### config.mk
export PLATFORM = sky130hd
export DESIGN_NAME = qmode_ctrl
export DESIGN_NICKNAME = d
export VERILOG_FILES = /design/src/rtl/qmode_pkg.sv /design/src/rtl/recovery_timer.sv /design/src/rtl/qmode_ctrl.sv
export SDC_FILE = /design/constraint.sdc
export NUM_CORES = 1
export LEC_CHECK = 0
export ABC_AREA = 1
export BUFFER_PORTS_ARGS = -buffer_cell sky130_fd_sc_hd__buf_2
export CAP_MARGIN = 20
export CELL_PAD_IN_SITES_DETAIL_PLACEMENT = 2
export CELL_PAD_IN_SITES_GLOBAL_PLACEMENT = 2
export CORE_MARGIN = 4
export CORE_UTILIZATION = 31
export DETAILED_ROUTE_END_ITERATION = 10
export GPL_ROUTABILITY_DRIVEN = 0
export PLACE_DENSITY_LB_ADDON = 0.1
export SLEW_MARGIN = 30
export SYNTH_ARGS = -nofsm -noshare
export SYNTH_HDL_FRONTEND = slang
export SYNTH_HIERARCHICAL = 1
export SYNTH_SLANG_ARGS = --single-unit
### constraint.sdc
create_clock -name clk -period 3.5 [get_ports clk]
set_clock_uncertainty 0.15 [all_clocks]
set_input_delay 0.7 -clock clk [delete_from_list [all_inputs] [get_ports clk]]
set_output_delay 0.7 -clock clk [all_outputs]
set_load 0.01 [all_outputs]
### src/rtl/qmode_pkg.sv
// Constants, register map and carrier types for the command-mode and
// soft-reset interpreter. Assumes a 100 MHz clock and an APB register bus.
package qmode_pkg;
    // ========================================================
    // Opcodes
    localparam logic [7:0] OP_ENTER_4L = 8'h38;
    localparam logic [7:0] OP_EXIT_4L  = 8'hFF;
    localparam logic [7:0] OP_ARM      = 8'h66;
    localparam logic [7:0] OP_EXEC     = 8'h99;

    // ========================================================
    // Register byte addresses
    localparam logic [7:0] ADDR_CMD    = 8'h00;
    localparam logic [7:0] ADDR_STATUS = 8'h04;
    localparam logic [7:0] ADDR_CFG    = 8'h08;
    localparam logic [7:0] ADDR_VOL    = 8'h0C;

    // ========================================================
    // Field positions
    localparam int ST_FOURLINE = 0;
    localparam int ST_ARMED    = 1;
    localparam int ST_RECOVER  = 2;
    localparam int CFG_QE      = 0;

    // ========================================================
    // Timing: recovery after an accepted reset
    localparam int CLK_MHZ         = 100;
    localparam int RECOVER_US      = 30;
    localparam int RECOVER_CYCLES  = RECOVER_US * CLK_MHZ;
    localparam int RECOVER_W       = 12;

    // ========================================================
    // Volatile settings, restored to VOL_RESET by an accepted reset
    typedef struct packed {
        logic [7:0] volStatus;        // [31:24]
        logic [2:0] spare;            // [23:21] reads zero
        logic       suspendFlag;      // [20]
        logic       writeEnableLatch; // [19]
        logic [2:0] wrapSettingBits;  // [18:16]
        logic [7:0] contReadModeBits; // [15:8]
        logic [7:0] readParamBits;    // [7:0] P5:P4 dummy, P1:P0 wrap length
    } vol_t;

    // Dummy code 00 = 2 clocks, wrap code 00 = 8 bytes
    localparam vol_t VOL_RESET = '{volStatus: 8'h00, spare: 3'h0, suspendFlag: 1'b0,
                                   writeEnableLatch: 1'b0, wrapSettingBits: 3'h7,
                                   contReadModeBits: 8'h00, readParamBits: 8'h00};
endpackage : qmode_pkg

### src/rtl/recovery_timer.sv
// Recovery interval timer: a start pulse holds busy high for a fixed
// number of clock cycles. Assumes one synchronous clock domain.
`timescale 1ns/100ps
module recovery_timer (
    input  wire logic clk,
    input  wire logic rst_b,
    input  wire logic start,
    output logic      busy
);
    import qmode_pkg::*;

    localparam logic [RECOVER_W-1:0] LAST = RECOVER_W'(RECOVER_CYCLES - 1);

    logic [RECOVER_W-1:0] count_q, count_d;
    logic                 busy_q, busy_d;

    // ========================================================
    // Count down while busy
    always_comb begin
        count_d = count_q;
        busy_d  = busy_q;
        if (start) begin
            count_d = LAST;
            busy_d  = 1'b1;
        end else if (busy_q) begin
            if (count_q == '0) begin
                busy_d = 1'b0;
            end else begin
                count_d = count_q - 1'b1;
            end
        end
    end

    always_ff @(posedge clk) begin
        if (!rst_b) begin
            count_q <= '0;
            busy_q  <= 1'b0;
        end else begin
            count_q <= count_d;
            busy_q  <= busy_d;
        end
    end

    assign busy = busy_q;
endmodule : recovery_timer

### src/rtl/qmode_ctrl.sv
// Command interpreter for four-line mode entry/exit and the two-step
// soft reset, with an APB slave for opcodes and settings.
// Assumes a host that writes one opcode per write to the command register.
//
// Behaviour
// - Exit opcode leaves four-line mode
// - Mode switch keeps latch, suspend, wrap
// - Accepted reset aborts operations, restores defaults
// - Accepted reset clears all volatile settings (code loads VOL_RESET: wrap setting bits 111)
// - Arm and execute accepted in both modes
// - Reset only on arm then execute
// - Any other command disarms the reset
// - Commands ignored for 30 us after reset
// - Enter four-line mode only if quad enabled
// - Defaults: wrap 8 bytes, two dummy clocks
//
// Our own choices: the APB slave port and the register addresses.
`timescale 1ns/100ps
module qmode_ctrl (
    input  wire logic          clk,
    input  wire logic          rst_b,
    input  wire logic          psel,
    input  wire logic          penable,
    input  wire logic          pwrite,
    input  wire logic [7:0]    paddr,
    input  wire logic [31:0]   pwdata,
    output logic      [31:0]   prdata,
    output logic               pready,
    output logic               pslverr,
    output logic               fourLineMode,
    output logic               abortOps,
    output qmode_pkg::vol_t    volSettings
);
    import qmode_pkg::*;

    // Decode of a register address, used by read and write paths
    function automatic logic isMapped(input logic [7:0] a);
        isMapped = (a == ADDR_CMD) || (a == ADDR_STATUS) ||
                   (a == ADDR_CFG) || (a == ADDR_VOL);
    endfunction : isMapped

    logic        fourLine_q, fourLine_d;
    logic        armed_q, armed_d;
    logic        qe_q, qe_d;
    logic        abort_q, abort_d;
    logic [7:0]  lastOp_q, lastOp_d;
    vol_t        vol_q, vol_d;
    logic [31:0] prdata_q, prdata_d;
    logic        pready_q, pready_d;
    logic        pslverr_q, pslverr_d;
    logic        recBusy;
    logic        recovering;
    logic        wrEn;
    logic        cmdGo;
    logic [7:0]  op;

    recovery_timer u_timer (
        .clk   (clk),
        .rst_b (rst_b),
        .start (abort_q),
        .busy  (recBusy)
    );

    // ========================================================
    // Bus qualifiers
    // Abort cycle counts as recovery so a write landing on it is dropped
    assign recovering = recBusy | abort_q;
    assign wrEn       = psel & penable & pready_q & pwrite & isMapped(paddr);
    assign cmdGo      = wrEn & (paddr == ADDR_CMD) & ~recovering;
    assign op         = pwdata[7:0];

    // ========================================================
    // Command decode and settings
    always_comb begin
        fourLine_d = fourLine_q;
        armed_d    = armed_q;
        qe_d       = qe_q;
        abort_d    = 1'b0;
        lastOp_d   = lastOp_q;
        vol_d      = vol_q;
        if (cmdGo) begin
            lastOp_d = op;
            armed_d  = 1'b0;
            case (op)
                OP_ENTER_4L: begin
                    if (qe_q) begin
                        fourLine_d = 1'b1;
                    end
                end
                // return to serial mode; settings untouched
                OP_EXIT_4L: begin
                    fourLine_d = 1'b0;
                end
                OP_ARM: begin
                    armed_d = 1'b1;
                end
                OP_EXEC: begin
                    abort_d = armed_q;
                end
                default: begin
                    armed_d = 1'b0;
                end
            endcase
        end else if (wrEn && !recovering) begin
            if (paddr == ADDR_CFG) begin
                qe_d = pwdata[CFG_QE];
            end else if (paddr == ADDR_VOL) begin
                vol_d       = vol_t'(pwdata);
                vol_d.spare = 3'h0;
            end
        end
        if (abort_d) begin
            fourLine_d = 1'b0;
            armed_d    = 1'b0;
            vol_d      = VOL_RESET;
        end
    end

    always_ff @(posedge clk) begin
        if (!rst_b) begin
            fourLine_q <= 1'b0;
            armed_q    <= 1'b0;
            qe_q       <= 1'b0;
            abort_q    <= 1'b0;
            lastOp_q   <= 8'h00;
            vol_q      <= VOL_RESET;
        end else begin
            fourLine_q <= fourLine_d;
            armed_q    <= armed_d;
            qe_q       <= qe_d;
            abort_q    <= abort_d;
            lastOp_q   <= lastOp_d;
            vol_q      <= vol_d;
        end
    end

    // ========================================================
    // APB answer: data registered in setup, ready for one access cycle
    always_comb begin
        pready_d  = psel & ~penable;
        pslverr_d = psel & ~penable & ~isMapped(paddr);
        prdata_d  = prdata_q;
        if (psel && !penable) begin
            case (paddr)
                ADDR_CMD:    prdata_d = {24'h000000, lastOp_q};
                ADDR_STATUS: prdata_d = {29'h00000000, recovering, armed_q, fourLine_q};
                ADDR_CFG:    prdata_d = {31'h00000000, qe_q};
                ADDR_VOL:    prdata_d = 32'(vol_q);
                default:     prdata_d = 32'h00000000;
            endcase
        end
    end

    always_ff @(posedge clk) begin
        if (!rst_b) begin
            prdata_q  <= 32'h00000000;
            pready_q  <= 1'b0;
            pslverr_q <= 1'b0;
        end else begin
            prdata_q  <= prdata_d;
            pready_q  <= pready_d;
            pslverr_q <= pslverr_d;
        end
    end

    assign prdata       = prdata_q;
    assign pready       = pready_q;
    assign pslverr      = pslverr_q;
    assign fourLineMode = fourLine_q;
    assign abortOps     = abort_q;
    assign volSettings  = vol_q;

    localparam int REC_LEN = RECOVER_CYCLES;
    logic [RECOVER_W:0] recLen_q;
    // Helper: length of the last recovery burst
    always_ff @(posedge clk) begin
        if (!rst_b) begin
            recLen_q <= '0;
        end else if (recBusy) begin
            recLen_q <= recLen_q + 1'b1;
        end else begin
            recLen_q <= '0;
        end
    end
endmodule : qmode_ctrl

After elaboration in Yosys (flattened, before gate mapping)
Index checks and enable logic that the tools add are counted.

Bits in registers: 88. Latch bits: 0. Bits in writable memories: 0. Memory bits (read-only): 0. Input bits: 45. Output and inout port bits: 68. Logic and storage cells: 73. Memories: 0.

Add/subtract/negate cells: 1. Multipliers: 0. Divide/modulo/power cells: 0. Magnitude comparators: 0. Equality and inequality tests: 9. Shifts and indexed selects: 0. Multiplexer cells: 12. Bitwise logic cells: 16. Reduce and logical (&&, ||, !) cells: 18.

Operator list (number): 32-bit case mux with 4 select lines (1); 12-bit 2-to-1 mux (3); 8-bit by 4-bit equality test with 1-bit output, second input constant (2); 8-bit equality test, second input constant (2); 12-bit logical NOT (1); 12-bit by 1-bit subtractor with 12-bit output, second input constant (1); 1-bit bitwise AND (8); 8-bit by 3-bit equality test with 1-bit output, second input constant (1); 8-bit by 6-bit equality test with 1-bit output, second input constant (1); 8-bit by 7-bit equality test with 1-bit output, second input constant (1); 8-bit logical NOT (1); 1-bit 2-to-1 mux (7); 1-bit NOT (7); 3-bit AND reduction (2); 2-bit != test, second input constant (2); 2-bit AND reduction (2); 4-bit AND reduction (1); 2-bit nonzero test (2); 2-bit OR reduction (2); 1-bit logical OR (3); 1-bit logical AND (2); 1-bit logical NOT (2); 1-bit case mux with 2 select lines (1); 1-bit bitwise OR (1).

Longest topological paths before layout
Gate-level depths: netlist of the first run.

Word-level depth: 9. Gate-level depth with buffers: 11. Mapped depth without buffers: 11.

Modules after synthesis
Netlist of the first run, hierarchy kept.

Modules (own cells, without submodules): qmode_ctrl (instances 1, cells an instance 423, area each 3319.4 sq um); recovery_timer (instances 1, cells an instance 127, area each 803.3 sq um).

Worst setup path before layout of the first run
OpenSTA, ideal clock, no wires.

Kind: input port to flip-flop. Start: input paddr[7]. End: register vol_q, in the netlist volSettings[15]. Setup time: 116 ps. Data arrival time: 1595 ps. Required time: 3234 ps. Slack: 1640 ps. Cell stages on the path: 9. Buffers on the path: 1. Cell sequence: nor2_4 -> nand2_8 -> clkinv_8 -> nand2_4 -> nor2_8 -> nand4_4 -> nand2_4 -> buf_12 -> nor2_2.

Longest elaborated chain between the ends: 9. Elaborated cells between the ends (all ways): 16.

RTL lines: from (decl) (RTL line qmode_ctrl.sv:25) `input wire logic [7:0] paddr,`; 8-bit by 3-bit equality test with 1-bit output / 8-bit logical NOT (equally long branches) (RTL line qmode_ctrl.sv:38, qmode_ctrl.sv:69); 1-bit logical OR (2 in a row) (RTL line qmode_ctrl.sv:38) `isMapped = (a == ADDR_CMD) || (a == ADDR_STATUS) ||`; 1-bit logical OR (RTL line qmode_ctrl.sv:39) `(a == ADDR_CFG) || (a == ADDR_VOL);`; 1-bit bitwise AND (RTL line qmode_ctrl.sv:68) `assign wrEn = psel & penable & pready_q & pwrite & isMapped(paddr);`; 1-bit bitwise AND (2 in a row) (RTL line qmode_ctrl.sv:69) `assign cmdGo = wrEn & (paddr == ADDR_CMD) & ~recovering;`; 1-bit 2-to-1 mux / 1-bit NOT (equally long branches); 2-bit OR reduction (no line) / 4-bit AND reduction (equally long branches); to (signal assigned) (RTL line qmode_ctrl.sv:133) `vol_q <= vol_d;`; to (decl) (RTL line qmode_ctrl.sv:47) `vol_t vol_q, vol_d;`.

Parallel ways exist; a longest one is shown, timed or not. A chain may end at the register's enable or synchronous reset.

Final worst setup path of the first run
Start: register u_timer.busy_q (netlist: u_timer/busy). End: register vol_q, in the netlist volSettings[1].

Longest elaborated chain between the ends: 5. Elaborated cells between the ends (all ways): 9.

RTL lines: from (decl) (RTL line recovery_timer.sv:15) `logic busy_q, busy_d;`; from (signal assigned) (RTL line recovery_timer.sv:40) `busy_q <= busy_d;`; 1-bit bitwise OR (*) (RTL line qmode_ctrl.sv:67) `assign recovering = recBusy | abort_q;`; 1-bit NOT (RTL line qmode_ctrl.sv:69); 1-bit bitwise AND (RTL line qmode_ctrl.sv:69); 1-bit 2-to-1 mux / 1-bit NOT (equally long branches); 2-bit OR reduction (no line) / 4-bit AND reduction (equally long branches).

Mark *: on every way between the ends. The rest lies on a longest branch, timed or not.

==> results of run 1 <==
## registers in the layout (all words and copies together), names as in the netlist
register         cells
armed_q              1
volSettings         29
prdata              29
pslverr              1
u_timer/busy         1
abortOps             1
lastOp_q             8
pready               1
fourLineMode         1
qe_q                 1
u_timer/count_q     12
## worst max path at each step
stage                 endpoint  slack [ps]  cells past startpoint
5_1_grt         volSettings[4]        1130                      6
4_1_cts         volSettings[1]        1290                      6
3_3_place_gp           armed_q        1150                      9
2_1_floorplan  volSettings[15]        1640                      9
6_report        volSettings[1]        1320                      6
3_5_place_dp    volSettings[1]        1090                      9
## through the flow
stage,std cells,hold slack [ps]
2_1_floorplan,555,294
3_3_place_gp,805,304
3_5_place_dp,805,310
4_1_cts,821,319
5_1_grt,821,349
6_report,821,319
## where the power goes
group / total [mW] / switching (mW) / internal (mW)
registers: 0.989 / 0.00776 / 0.982
logic: 0.129 / 0.0865 / 0.0430
clock network: 0.983 / 0.408 / 0.574
## worst max-delay path, delay by kind of cell (launching register included)
family        cells  cell delay [ps]
simple gates      6             1360
flops             1              520
## cell families (layout without fill, tap and decap cells)
family / Yosys count / after routing / synth area share [%]
fa+ha+maj: 2 / 2 / 0.607
simple gates: 253 / 253 / 31.5
xor+xnor: 1 / 1 / 0.212
flops: 85 / 85 / 41.3
compound gates: 109 / 109 / 14.3
buf+inv: 99 / 193 / 12.1
other cells: 1 / 6 / 0.0910
## layer usage
metal / vias to the layer above / wire (um) / global-route usage [%]
li1: 1921 / - / -
met4: 2 / 137 / 5.19
met2: 66 / 6150 / 30.5
met3: 14 / 643 / 4.76
met1: 1858 / 5780 / 22.1
met5: - / 19 / 0
## cell usage in the layout (no fill, tap or decap), types with 3 or more instances in the layout
master,instances
clkbuf_16,9
o21ai_2,9
nor2_1,38
o21ai_0,41
nand2_2,11
nand2_4,6
nor2_4,5
nand2_1,115
buf_2,103
nor3_1,9
nand3_1,26
dfxtp_1,85
nand4_1,8
a21oi_1,39
inv_1,66
o21ai_1,17
nor2_2,24
nor2_8,3
conb_1,6
## area by class of cell
cell class | count | share of cell area (%)
Tap cell | 172 | 4.32
Sequential cell | 85 | 34.1
Clock buffer | 11 | 4.87
Inverter | 72 | 5.80
Multi-Input combinational cell | 371 | 39.1
Clock inverter | 5 | 1.18
Timing Repair Buffer | 105 | 10.6
==> results.sh, run 1 <==
export IMPL_initialDrtViolationCount=126
export IMPL_cts_tree="yes"
export IMPL_p_leak_nw=2.41
export IMPL_num_vias=3861
export IMPL_finalSetupViolCount=0
export IMPL_h_tree_depth=3
export IMPL_fillerInstances=1545
export IMPL_post_cts_buffers=0
export IMPL_worstSkewPairLatency_ps=340
export IMPL_die_w_um=123
export IMPL_synth_edf_count=0
export IMPL_max_freq_mhz=460
export IMPL_cts_resized_gates=0
export IMPL_worstHoldStart="prdata[3]"
export IMPL_slowest_stage="dfxtp_1"
export IMPL_synth_warnings=6
export IMPL_ios=113
export IMPL_seq_area_frac_synth_pct=41.3
export IMPL_place_area_um2=4690
export IMPL_start_util_pct=32.1
export IMPL_netlist_instances=550
export IMPL_clock_sinks=85
export IMPL_dpl_worst_slack_ps=1090
export IMPL_grt_max_degree=56
export IMPL_synth_commonest_cells="nand2_1 (115), dfxtp_1 (85), inv_1 (66)"
export IMPL_peakVddDrop_mv=0.180
export IMPL_worst_setup_path_start_kind="flop"
export IMPL_vias_per_cell=4.70
export IMPL_clock_path_buffers=2
export IMPL_worstPathMaxFanout=27
export IMPL_hold_path_class="reg2reg"
export IMPL_worstRegToRegCells=6
export IMPL_worstHoldPathCells=2
export IMPL_multiInputGateArea_um2=1950
export IMPL_total_power_mw=2.10
export IMPL_hpwlAfterDp_mm=9.55
export IMPL_cp_end_kind="flop"
export IMPL_ys_types=38
export IMPL_drive_gt1_share_pct=29.0
export IMPL_synth_top_area_share_pct=41.3
export IMPL_synth_area_per_cell_um2=7.50
export IMPL_grt_first_pass_wirelength_mm=21.4
export IMPL_area_growth_pct=21.0
export IMPL_ctsHoldBuffers=0
export IMPL_min_to="prdata[3]"
export IMPL_postLayoutCoreUtil_pct=38.9
export IMPL_core_area_um2=12800
export IMPL_cp_required_ps=3560
export IMPL_drv_slew=0
export IMPL_r2r_setup_slack_ps=1320
export IMPL_timing_rr_end="volSettings[1]"
export IMPL_finalHoldViolations=0
export IMPL_num_antenna_cells=0
export IMPL_final_antenna_net_count=0
export IMPL_numCtsBuffers=9
export IMPL_die_h_um=123
export IMPL_relSlewSlack_pct=54.6
export IMPL_num_rows=41
export IMPL_period_needed_ps=2180
export IMPL_run_status="complete, no violations"
export IMPL_synth_cell_area_um2=4120
export IMPL_final_cell_area_um2=4990
export IMPL_portBuffers=103
export IMPL_maxCapViolCount=0
export IMPL_root_buffer="clkbuf_16"
export IMPL_grt_ovfl_total=0
export IMPL_drt_pass1_iter_count=4
export IMPL_drcViolationCount=0
export IMPL_tightest_slew_ps=680
export IMPL_critPathKind="reg2reg"
export IMPL_seq_area_um2=1700
export IMPL_r2r_start="u_timer/busy"
export IMPL_wl_per_cell_um=15.5
export IMPL_setup_worst_path_start="u_timer/busy"
export IMPL_cp_data_arrival_time_ps=2240
export IMPL_cp_cell_sequence="nor2_1 > nand2_4 > nor2_8 > nand4_4 > nand2_4 > nor2_1"
export IMPL_fin_nets=691
export IMPL_clkTransAtPathRegs_ps=60
export IMPL_dieArea_um2=15200
export IMPL_rsz0062_at_grt="no"
export IMPL_grtUsageTotal_pct=17.9
export IMPL_max_stage_delay_ps=520
export IMPL_synth_area_leaders="dfxtp_1 (41%), nand2_1 (10%), inv_1 (6.0%)"
export IMPL_synth_top_area_cell="dfxtp_1"
export IMPL_power_per_cell_area_nw_per_um2=421
export IMPL_wl_mm=12.7
export IMPL_post_route_period_util_pct=62.2
export IMPL_grt_pass1_vias=4211
export IMPL_antenna_found_initial=1
export IMPL_async_reset_ff_share_pct=0
export IMPL_tns_ps=0
export IMPL_finalWorstSetupSlack_ps=1320
export IMPL_synth_flop_cell="dfxtp_1"
export IMPL_yosysMostFrequentCell="nand2_1"
export IMPL_ys_seq_elements=85
No activity file was read; power rests on OpenSTA's default activity.
==> run 2: changes to the inputs <==
--- a/config.mk
+++ b/config.mk
@@ -5,13 +5,13 @@
 export SDC_FILE = /design/constraint.sdc
 export NUM_CORES = 1
 export LEC_CHECK = 0
-export ABC_AREA = 1
+export ABC_AREA = 0
 export BUFFER_PORTS_ARGS = -buffer_cell sky130_fd_sc_hd__buf_2
 export CAP_MARGIN = 20
 export CELL_PAD_IN_SITES_DETAIL_PLACEMENT = 2
 export CELL_PAD_IN_SITES_GLOBAL_PLACEMENT = 2
 export CORE_MARGIN = 4
-export CORE_UTILIZATION = 31
+export CORE_UTILIZATION = 29
 export DETAILED_ROUTE_END_ITERATION = 10
 export GPL_ROUTABILITY_DRIVEN = 0
 export PLACE_DENSITY_LB_ADDON = 0.1
==> constraint.sdc (replaced) <==
create_clock -name clk -period 2.25 [get_ports clk]
set_clock_uncertainty 0.15 [all_clocks]
set_input_delay 0.45 -clock clk [delete_from_list [all_inputs] [get_ports clk]]
set_output_delay 0.45 -clock clk [all_outputs]
set_load 0.01 [all_outputs]
==> run 2 against run 1 <==
Against the previous run:
- worst setup slack worse by 1300 ps
- critical path depth down 2
- die area down 9.3%
- via count down 14%
- hold slack worse by 150 ps
- utilization up 0.54 points
- power up 54%
==> results.sh, run 2 <==
export IMPL_seq_area_frac_synth_pct=49.0
export IMPL_synth_area_per_cell_um2=8.77
export IMPL_cp_data_arrival_time_ps=2300
export IMPL_root_buffer="clkbuf_16"
export IMPL_cp_required_ps=2370
export IMPL_net_switching_power_mw=0.713
export IMPL_initialDrtViolationCount=125
export IMPL_ios=113
export IMPL_worstHoldStart="pwdata[17]"
export IMPL_grtUsageTotal_pct=17.7
export IMPL_fin_nets=554
export IMPL_antenna_found_initial=1
export IMPL_swShare_pct=22.0
export IMPL_final_antenna_net_count=0
export IMPL_die_w_um=117
export IMPL_synth_edf_count=0
export IMPL_relSlewSlack_pct=66.6
export IMPL_clkTransAtPathRegs_ps=60
export IMPL_drive_gt1_share_pct=30.7
export IMPL_ctsHoldBuffers=0
export IMPL_area_growth_pct=31.3
export IMPL_drt_pass1_iter_count=6
export IMPL_maxCapViolCount=0
export IMPL_synth_area_leaders="dfxtp_1 (49%), nand2_1 (7.8%), a21oi_1 (5.6%)"
export IMPL_ys_seq_elements=85
export IMPL_cts_tree="yes"
export IMPL_h_tree_depth=3
export IMPL_synth_cell_area_um2=3470
export IMPL_vias_per_cell=5.07
export IMPL_synth_flop_cell="dfxtp_1"
export IMPL_worst_setup_path_start_kind="flop"
export IMPL_p_leak_nw=1.96
export IMPL_die_h_um=117
export IMPL_synth_warnings=6
export IMPL_intPower_mw=2.53
export IMPL_peakVddDrop_mv=0.444
export IMPL_num_antenna_cells=0
export IMPL_finalSetupViolCount=0
export IMPL_finalHoldViolations=0
export IMPL_final_common_cell="buf_2"
export IMPL_r2r_start="u_timer/count_q[2]"
export IMPL_slowest_stage="or4_4"
export IMPL_core_area_um2=11600
export IMPL_netlist_instances=396
export IMPL_portBuffers=103
export IMPL_grt_first_pass_wirelength_mm=19.6
export IMPL_tightest_slew_ps=496
export IMPL_worstSkewPairLatency_ps=340
export IMPL_grt_max_degree=29
export IMPL_path_buf_inv=0
export IMPL_max_freq_mhz=459
export IMPL_async_reset_ff_share_pct=0
export IMPL_synth_top_area_share_pct=49.0
export IMPL_power_per_cell_area_nw_per_um2=710
export IMPL_max_stage_delay_ps=570
export IMPL_ys_types=50
export IMPL_yosysMostFrequentCell="dfxtp_1"
export IMPL_run_status="complete, no violations"
export IMPL_hold_path_class="in2reg"
export IMPL_setup_worst_path_start="u_timer/count_q[2]"
export IMPL_tns_ps=0
export IMPL_layout_common_cells="buf_2 (103), dfxtp_1 (85), nand2_1 (72), a21oi_1 (39), nor2_1 (38)"
export IMPL_post_cts_buffers=0
export IMPL_cp_end_kind="flop"
export IMPL_critPathKind="reg2reg"
export IMPL_clock_path_buffers=2
export IMPL_synth_top_area_cell="dfxtp_1"
export IMPL_clock_sinks=85
export IMPL_final_cell_area_um2=4560
export IMPL_combPwrFrac_pct=4.4
export IMPL_numCtsBuffers=9
export IMPL_grt_pass1_vias=3673
export IMPL_period_needed_ps=2180
export IMPL_postLayoutCoreUtil_pct=39.4
export IMPL_crit_family="simple AND/OR/NAND/NOR gates"
export IMPL_wl_per_cell_um=18.4
export IMPL_start_util_pct=30.0
export IMPL_worstPathMaxFanout=6
export IMPL_hpwlAfterDp_mm=8.71
export IMPL_power_share_sequential_pct=46.5
export IMPL_drv_slew=0
export IMPL_pwr_share_clk_pct=49.0
export IMPL_num_rows=39
export IMPL_wl_mm=12.1
export IMPL_drcViolationCount=0
export IMPL_num_vias=3318
export IMPL_synth_commonest_cells="dfxtp_1 (85), nand2_1 (72), a21oi_1 (39)"
export IMPL_grt_ovfl_total=0
export IMPL_post_route_period_util_pct=96.8
export IMPL_place_area_um2=4240
export IMPL_rsz0062_at_grt="no"
export IMPL_dieArea_um2=13800
export IMPL_cp_cell_sequence="or4_4 > or3_4 > or4b_1 > a31oi_1"
==> run 2: cell types whose count changed after synthesis, sizes merged, moves of 20 or more <==
cell / change
a22oi: +21
nand2: -62
inv: -63
nor2: -32
nand3: -20
o21ai: -62
==> run 2: what timing repair did <==
action,in CTS,in global routing
resized for setup,0,1
setup endpoints to repair,0,1
endpoints found under the hold margin,0,0
==> run 2: area by class of cell <==
class,count,area [um^2]
Sequential cell,85,1700
Clock inverter,7,90.1
Inverter,6,22.5
Fill cell,1291,7010
Clock buffer,9,225
Multi-Input combinational cell,279,1620
Tap cell,143,179
Timing Repair Buffer,126,726
==> run 2: worst paths after layout <==
| check | slack, ps | cells past startpoint | endpoint |
|---|---|---|---|
| max | 70 | 4 | u_timer/count_q[9] |
| min | 170 | 3 | volSettings[17] |
| max reg2reg | 70 | 4 | u_timer/count_q[9] |
| min reg2reg | 310 | 2 | prdata[7] |
==> run 2: kinds of logic (layout without fill, tap and decap cells) <==
family / after synthesis / count (layout) / share of synthesized area, %
simple gates: 167 / 167 / 23.9
compound gates: 91 / 91 / 16.9
flops: 85 / 85 / 49.0
buf+inv: 37 / 148 / 5.30
mux: 12 / 12 / 3.82
fa+ha+maj: 2 / 2 / 0.721
other cells: 1 / 6 / 0.108
xor+xnor: 1 / 1 / 0.252
==> run 2: through the flow <==
stage                     hold slack (ps)  worst slack [ps]  total power [mW]  std cells
after floorplan                       308               140              1.60        401
after global placement                294               136              1.68        639
after detailed placement              303              87.5              1.69        639
after CTS                             159              70.5              3.29        655
after global routing                  191              14.6              3.36        655
final                                 173              70.9              3.24        655
==> run 2: metal layers <==
metal,global-route usage [%],vias to the layer above,part of all wire [%],routed length (um)
met5,0,-,0.066,8
met4,5.35,2,0.91,110
met3,4.52,11,3.9,468
met2,32.3,60,53,6360
met1,20.3,1631,42,5100
li1,-,1614,-,-
==> run 2: worst reg2reg max path: stages (launching register included) <==
cell and delay, ps:
dfxtp_1 320, or4_4 570, or3_4 430, or4b_1 470
a31oi_1 170
==> run 2: power by group through the flow <==
stage / sequential, mW / clock, mW / combinational, mW
floorplan: 1.54 / 0 / 0.0620
global placement: 1.54 / 0 / 0.143
detailed placement: 1.54 / 0 / 0.145
CTS: 1.51 / 1.64 / 0.146
global route: 1.51 / 1.70 / 0.157
finish: 1.51 / 1.59 / 0.144
